## src/pkg/adc_regs_defines.svh

```systemverilog
/*
 * constants of the converter register block: offsets, fields, reset values.
 * assumes inclusion by its bare name from the package and the core file.
 */
// What this block does
// 12-bit result held in a high and a low byte register, readable
// format 0: high holds bits 11..4, low upper nibble bits 3..0, rest zero
// format 1: high lower nibble bits 11..8, upper zero, low holds 7..0
// unused result bit positions always read zero
// with converter disabled the result registers stay unchanged
// one input at a time; 4-bit field picks the external channel
// 3-bit source field picks internal signal or external channel
// pin taken as analog input loses its I/O and shared functions
// pin taken as analog input has its pull-high removed
// two 8-bit control registers hold selection, format, start, busy
// busy bit read-only, shows conversion in progress; others read/write
// start bit written high then low begins a conversion
// busy set by start sequence or trigger falling edge, cleared at end
// enable bit powers the converter; cleared switches it off
// channel codes 0..13 select channels 0..13; 14 and 15 undefined
// both result bytes update together at conversion end
// writes to the busy bit are ignored
`ifndef ADC_REGS_DEFINES_SVH
`define ADC_REGS_DEFINES_SVH

`define ADDR_RESULT_LOW   8'h00
`define ADDR_RESULT_HIGH  8'h04
`define ADDR_CTRL_PRIMARY 8'h08
`define ADDR_CTRL_SECOND  8'h0C
`define ADDR_IRQ_STATUS   8'h10
`define ADDR_IRQ_CLEAR    8'h14
`define ADDR_IRQ_ENABLE   8'h18
`define ADDR_WIDTH        8

`define BIT_START         7
`define BIT_BUSY          6
`define BIT_ENABLE        5
`define BIT_JUSTIFY       4
`define FLD_CHAN_HI       3
`define FLD_SRC_HI        7
`define FLD_SRC_LO        5

`define CTRL_PRIMARY_RST  8'h00
`define CTRL_SECOND_RST   3'h0
`define SRC_EXTERNAL      3'h0
`define CHAN_LAST         4'hD
`define NUM_CHANNELS      14
`define RESULT_WIDTH      12
`define NUM_EVENTS        2
`define EVT_DONE          0
`define EVT_OVERRUN       1

`endif

```

## src/pkg/adc_regs_pkg.sv

```systemverilog
/*
 * types of the converter register block: state struct and its enum.
 * assumes adc_regs_defines.svh is on the include path.
 */
`include "adc_regs_defines.svh"

package adc_regs_pkg;

    typedef enum logic {
        CONV_IDLE,
        CONV_BUSY
    } conv_state_e;

    typedef struct packed {
        conv_state_e                  conv;
        logic                         start_bit;
        logic                         enable;
        logic                         justify;
        logic [`FLD_CHAN_HI:0]        chan;
        logic [2:0]                   source;
        logic [`RESULT_WIDTH-1:0]     result;
        logic [`NUM_EVENTS-1:0]       irq_status;
        logic [`NUM_EVENTS-1:0]       irq_enable;
        logic                         trig_prev;
        logic                         ph_valid;
        logic                         ph_write;
        logic [`ADDR_WIDTH-1:0]       ph_addr;
        logic [31:0]                  hrdata;
        logic                         irq;
        logic                         conv_start;
        logic                         route_external;
        logic [`NUM_CHANNELS-1:0]     pin_disconnect;
        logic [`NUM_CHANNELS-1:0]     pin_pullup_off;
    } regs_state_s;

endpackage

```

## src/core/adc_result_and_control_regs.sv

```systemverilog
/*
 * register block of a 12-bit converter: result pair, two control
 * registers, interrupt status/clear/enable, on an AHB-Lite slave.
 * assumes the analog circuit answers conv_start with one conv_done
 * pulse carrying conv_data, and a pin mux that reports analog pins.
 */
// Our own choices: the AHB-Lite interface to the registers and the register addresses.
`timescale 1ns/1ps
`include "adc_regs_defines.svh"

module adc_result_and_control_regs (
    // clock and reset
    input  wire logic                     hclk,
    input  wire logic                     hresetn,
    // ahb-lite slave
    input  wire logic                     hsel,
    input  wire logic [31:0]              haddr,
    input  wire logic [1:0]               htrans,
    input  wire logic                     hwrite,
    input  wire logic [2:0]               hsize,
    input  wire logic [31:0]              hwdata,
    input  wire logic                     hready,
    output logic [31:0]                   hrdata,
    output logic                          hreadyout,
    output logic                          hresp,
    // interrupt
    output logic                          irq,
    // analog converter side
    input  wire logic                     internal_conversion_trigger,
    input  wire logic                     conv_done,
    input  wire logic [`RESULT_WIDTH-1:0] conv_data,
    output logic                          conv_start,
    output logic                          converter_power_enable,
    output logic [3:0]                    external_channel_select,
    output logic [2:0]                    input_source_select,
    output logic                          route_external,
    // pin sharing
    input  wire logic [`NUM_CHANNELS-1:0] pin_analog_select,
    output logic [`NUM_CHANNELS-1:0]      pin_io_disconnect,
    output logic [`NUM_CHANNELS-1:0]      pin_pullup_disable
);

    adc_regs_pkg::regs_state_s q;
    adc_regs_pkg::regs_state_s d;

    logic                      addr_sel;
    logic                      wr_now;
    logic                      start_seq;
    logic                      trig_fall;
    logic                      want_start;
    logic [`NUM_EVENTS-1:0]    evt_set;
    logic [`NUM_EVENTS-1:0]    evt_clr;
    logic [7:0]                rd_byte;
    logic [7:0]                wbyte;

    // reset image of the primary control byte, split per field below
    localparam logic [7:0]     ctrl_rst_value = `CTRL_PRIMARY_RST;

    always_comb begin
        d          = q;
        evt_set    = '0;
        evt_clr    = '0;
        rd_byte    = 8'h00;
        wbyte      = hwdata[7:0];
        start_seq  = 1'b0;
        addr_sel   = hsel & htrans[1] & hready;
        wr_now     = q.ph_valid & q.ph_write;
        trig_fall  = q.trig_prev & ~internal_conversion_trigger;
        d.trig_prev = internal_conversion_trigger;

        // data phase write, taken from the captured address phase
        if (wr_now) begin
            if (q.ph_addr == `ADDR_CTRL_PRIMARY) begin
                // start falls after high
                start_seq    = q.start_bit & ~wbyte[`BIT_START];
                d.start_bit  = wbyte[`BIT_START];
                // busy bit ignored
                d.enable     = wbyte[`BIT_ENABLE];
                d.justify    = wbyte[`BIT_JUSTIFY];
                d.chan       = wbyte[`FLD_CHAN_HI:0];
            end else if (q.ph_addr == `ADDR_CTRL_SECOND) begin
                // source field stored
                d.source     = wbyte[`FLD_SRC_HI:`FLD_SRC_LO];
            end else if (q.ph_addr == `ADDR_IRQ_CLEAR) begin
                evt_clr      = hwdata[`NUM_EVENTS-1:0];
            end else if (q.ph_addr == `ADDR_IRQ_ENABLE) begin
                d.irq_enable = hwdata[`NUM_EVENTS-1:0];
            end
        end

        // conversion sequencing
        want_start   = start_seq | trig_fall;
        d.conv_start = 1'b0;
        case (q.conv)
            adc_regs_pkg::CONV_IDLE: begin
                // busy set on start
                // a write that powers down in the same cycle cancels it
                if (want_start && q.enable && d.enable) begin
                    d.conv       = adc_regs_pkg::CONV_BUSY;
                    d.conv_start = 1'b1;
                end
            end
            adc_regs_pkg::CONV_BUSY: begin
                if (!q.enable) begin
                    // power off aborts
                    d.conv = adc_regs_pkg::CONV_IDLE;
                end else if (conv_done) begin
                    // whole word at once
                    d.result           = conv_data;
                    d.conv             = adc_regs_pkg::CONV_IDLE;
                    evt_set[`EVT_DONE] = 1'b1;
                end
                // a restart while busy is dropped and reported
                if (want_start) begin
                    evt_set[`EVT_OVERRUN] = 1'b1;
                end
            end
            default: begin
                d.conv = adc_regs_pkg::CONV_IDLE;
            end
        endcase
        // result untouched when off
        if (!q.enable) begin
            d.result = q.result;
        end

        // sticky status: a set in the clear cycle wins
        d.irq_status = (q.irq_status & ~evt_clr) | evt_set;
        d.irq        = |(d.irq_status & d.irq_enable);

        // address phase: capture, and read from next state so a
        // write just before a read of the same register is seen
        d.ph_valid = addr_sel;
        d.ph_write = hwrite;
        d.ph_addr  = haddr[`ADDR_WIDTH-1:0];
        if (addr_sel && !hwrite) begin
            if (haddr[`ADDR_WIDTH-1:0] == `ADDR_RESULT_LOW) begin
                // low byte layout
                if (d.justify) begin
                    rd_byte = d.result[7:0];
                end else begin
                    rd_byte = {d.result[3:0], 4'h0};
                end
            end else if (haddr[`ADDR_WIDTH-1:0] == `ADDR_RESULT_HIGH) begin
                // high byte layout
                if (d.justify) begin
                    rd_byte = {4'h0, d.result[11:8]};
                end else begin
                    rd_byte = d.result[11:4];
                end
            end else if (haddr[`ADDR_WIDTH-1:0] == `ADDR_CTRL_PRIMARY) begin
                // busy shown live
                rd_byte = {d.start_bit, d.conv == adc_regs_pkg::CONV_BUSY,
                           d.enable, d.justify, d.chan};
            end else if (haddr[`ADDR_WIDTH-1:0] == `ADDR_CTRL_SECOND) begin
                rd_byte = {d.source, 5'h00};
            end else if (haddr[`ADDR_WIDTH-1:0] == `ADDR_IRQ_STATUS) begin
                rd_byte = {6'h00, d.irq_status};
            end else if (haddr[`ADDR_WIDTH-1:0] == `ADDR_IRQ_ENABLE) begin
                rd_byte = {6'h00, d.irq_enable};
            end
        end
        d.hrdata = {24'h000000, rd_byte};

        // one route, codes above 13 route nothing
        d.route_external = d.enable && (d.source == `SRC_EXTERNAL)
                           && (d.chan <= `CHAN_LAST);
        // analog pins lose io and pull-high
        d.pin_disconnect = pin_analog_select;
        d.pin_pullup_off = pin_analog_select;
    end

    always_ff @(posedge hclk or negedge hresetn) begin
        if (!hresetn) begin
            q            <= '0;
            q.conv       <= adc_regs_pkg::CONV_IDLE;
            q.start_bit  <= ctrl_rst_value[`BIT_START];
            q.enable     <= ctrl_rst_value[`BIT_ENABLE];
            q.justify    <= ctrl_rst_value[`BIT_JUSTIFY];
            q.chan       <= ctrl_rst_value[`FLD_CHAN_HI:0];
            q.source     <= `CTRL_SECOND_RST;
        end else begin
            q <= d;
        end
    end

    // every output straight from the state flops, except hreadyout and hresp, which are tied constant
    assign hrdata                  = q.hrdata;
    assign hreadyout               = 1'b1;
    assign hresp                   = 1'b0;
    assign irq                     = q.irq;
    assign conv_start              = q.conv_start;
    assign converter_power_enable  = q.enable;
    assign external_channel_select = q.chan;
    assign input_source_select     = q.source;
    assign route_external          = q.route_external;
    assign pin_io_disconnect       = q.pin_disconnect;
    assign pin_pullup_disable      = q.pin_pullup_off;

endmodule

```

## config.mk

```make
export PLATFORM = sky130hd
export DESIGN_NAME = adc_result_and_control_regs
export DESIGN_NICKNAME = d
export VERILOG_FILES = /design/src/pkg/adc_regs_pkg.sv /design/src/core/adc_result_and_control_regs.sv
export VERILOG_INCLUDE_DIRS = /design/src /design/src/pkg
export SDC_FILE = /design/constraint.sdc
export NUM_CORES = 1
export LEC_CHECK = 0
export ABC_AREA = 1
export ABC_CLOCK_PERIOD_IN_PS = 3500
export BUFFER_PORTS_ARGS = -buffer_cell sky130_fd_sc_hd__buf_2
export CAP_MARGIN = 20
export CORE_MARGIN = 1
export CORE_UTILIZATION = 48
export CTS_CLUSTER_DIAMETER = 60
export DETAILED_ROUTE_END_ITERATION = 6
export GPL_TIMING_DRIVEN = 0
export PLACE_DENSITY = 0.85
export SLEW_MARGIN = 25
export SYNTH_ARGS = -nofsm -noshare
export SYNTH_HDL_FRONTEND = slang
export SYNTH_SLANG_ARGS = --single-unit
```

## constraint.sdc

```tcl
create_clock -name hclk -period 3.5 [get_ports hclk]
set_clock_uncertainty 0.1 [all_clocks]
set_input_delay 0 -clock hclk [delete_from_list [all_inputs] [get_ports hclk]]
set_output_delay 0 -clock hclk [all_outputs]
set_load 0.02 [all_outputs]
```

==> flow_metrics.tcl <==
set metrics [dict create \
    synthTopCellsByArea "dfrtp_1 49%, buf_4 16%, nand2_1 9.5%" \
    antenna_found_initial 0 \
    first_iter_violations 129 \
    cp_top_family "buffers and inverters" \
    dieArea_sq_um 7050 \
    violations "DRC, hold timing" \
    critPathKind "reg2reg" \
    start_util_pct 50.2 \
    io-pin-count 175 \
    portBuffers 96 \
    max_cap_viol_count 0 \
    core_sq_um 6420 \
    nets 663 \
    chipWidth_um 84.0 \
    fin_crit_ps 2000 \
    clk_path_buf_depth 2 \
    hp-class "in2reg" \
    final_cell_mix "96 x buf_2, 82 x nand2_1, 70 x buf_4" \
    grt_max_degree 64 \
    required_ps 3670 \
    min_period_over_period_pct 57.2 \
    totalPowerFinal_mw 1.54 \
    reg2reg_slack_ps 1500 \
    detail_route.wl_per_cell_um 11.2 \
    worstSkewPairLatency_ps 340 \
    finalSetupTns_ps 0 \
    drv_slew 0 \
    netlist_area_sq_um 3220 \
    hold_viol_final 4 \
    syn_inst 381 \
    drcViolationCount 26 \
    synth-seq-cells 63 \
    fillerInstances 493 \
    syn_area_per_cell_sq_um 8.46 \
    ys_seq_area_share_pct 48.9 \
    worst_pin_slew_ps 765 \
    whs_ps -21.9 \
    area_delta_synth_final_pct 41.6 \
    synth_ff_type "dfrtp_1" \
    cts_buffers 9 \
    synth.distinct_cells 31 \
    fmax_mhz 500 \
    ir_worst_vdd_mv 0.236 \
    cts_tree "done" \
    grt_usage_pct 22.2 \
    first_pass_iters 6 \
    crit_fanout 10 \
    yosys.area.top_type "dfrtp_1" \
    clkSinkCount 63 \
    post-route-util_pct 71.1 \
    crit_arrival_ps 2170 \
    totalWireLength_um 7210 \
    synth_edf_count 0 \
    max_stage_delay_ps 560 \
    viasPerCell 4.37 \
    slew_headroom_pct 49.0 \
    cts_root_buf "clkbuf_8" \
    setup_viol 0 \
    via_count 2808 \
    status "finished with violations" \
    rsz0062_at_grt "no" \
    grt.overflow.total 0 \
    powerDensity_nw_per_um2 337 \
    dp_hpwl_um 4980 \
    antenna-diode-count 0 \
    final_common_cell "buf_2" \
    fp.dieH_um 84.0 \
    synth_top_area_share_pct 48.9 \
    grt_first_pass_wirelength_um 12100 \
    slowest_stage "dlygate4sd3_1" \
    cts_max_level 3 \
    grt_pass1_vias 2705 \
    startpoint_type "flip-flop" \
    clkTransAtPathRegs_ps 70 \
    routabilityCongestion 0.839 \
    crit_path_end_kind "flip-flop" \
    layout-drive-gt1-share_pct 35.3 \
    leakage_nw 2.50 \
    ant_nets 0 \
    async_flop_share_pct 100 \
    crit_chain "nor2_1 -> nand2_2 -> inv_2 -> nand3_4 -> o21ai_1 -> nand3_1 -> nand2_1 -> dlygate4sd3_1" \
    timing.critical_path.buf_inv 2 \
    ys_warn_count 0 \
    fp-row-count 29 \
]
-- path summary, 6_finish.rpt --
kind,from,to,cells past startpoint
setup / recovery,q[67],q[100],8
hold / removal,htrans[1],hrdata[1],5
setup reg to reg,q[67],q[100],8
hold reg to reg,q[76],q[76],2
max in group asynchronous,hresetn,input_source_select[0],2
min in group asynchronous,hresetn,pin_pullup_disable[4],2
-- repair_timing --
action                                 4_1_cts  5_1_grt
setup endpoints to repair                    0        0
hold buffers                                48        1
buffers inserted                             0        0
endpoints found under the hold margin      122        1
gates resized for setup                      0        0
-- synth_stat cells, types with 2 or more instances --
master / number
conb_1: 2
a21oi_1: 7
dfrtp_1: 63
nor3_1: 5
nand2_2: 5
nor2_2: 5
and2_1: 2
buf_6: 2
nor2_1: 29
o21ai_1: 13
inv_1: 53
nand3b_1: 2
nand2_1: 82
nand3_1: 15
buf_4: 69
o21ai_0: 12
-- cell type report --
cell class,instances,area (sq um),share of cell area (%)
Inverter,54,203,4.44
Multi-Input combinational cell,215,992,21.7
Timing Repair Buffer,145,973,21.3
Clock inverter,3,17.5,0.384
Clock buffer,13,159,3.48
Tap cell,77,96.3,2.11
Buffer,73,549,12.0
Sequential cell,63,1580,34.5
-- flip-flops by register name, summed over array words and instances (netlist names) --
register and count:
hrdata 8, q 30, external_channel_select 4, irq 1, conv_start 1, input_source_select 3, pin_pullup_disable 14, converter_power_enable 1
route_external 1
-- where the power goes --
group	leakage [nW]	switching (mW)	internal, mW	total [mW]
Sequential	0.728	0.00919	0.746	0.755
Clock	0.0894	0.257	0.293	0.551
Combinational	1.68	0.115	0.116	0.231
-- kinds of logic (layout without fill, tap and decap cells) --
family                 after synthesis  after routing  share of synthesized area, %
DFF                                 63             63                          48.9
and+or+nand+nor                    152            152                          21.3
muxes                                1              1                         0.349
buffers and inverters              127            288                          23.3
AOI/OAI and AO/OA                   36             36                          5.94
other                                2             26                         0.233
-- tightest hold or removal path, delay by kind of cell --
kind | cells | cell delay [ps]
buffers and inverters | 2 | 160
AND/OR/NAND/NOR | 3 | 210
-- metal layers --
metal	share of wire (%)	GRT usage, %	up-vias
met3	5.3	3.86	17
li1	-	-	1433
met1	42	27.0	1259
met5	0	0	-
met4	2.3	10.3	0
met2	51	38.4	99
-- metrics by stage --
| step | worst slack (ps) | area, sq um | std cells |
|---|---|---|---|
| 6_report | 1500 | 4570 | 643 |
| 3_3_place_gp | 1720 | 3890 | 578 |
| 5_1_grt | 1320 | 4570 | 643 |
| 4_1_cts | 1510 | 4550 | 642 |
| 3_5_place_dp | 1730 | 3890 | 578 |
| 2_1_floorplan | 1890 | 3310 | 405 |
Power figures use the tool's default switching activity.
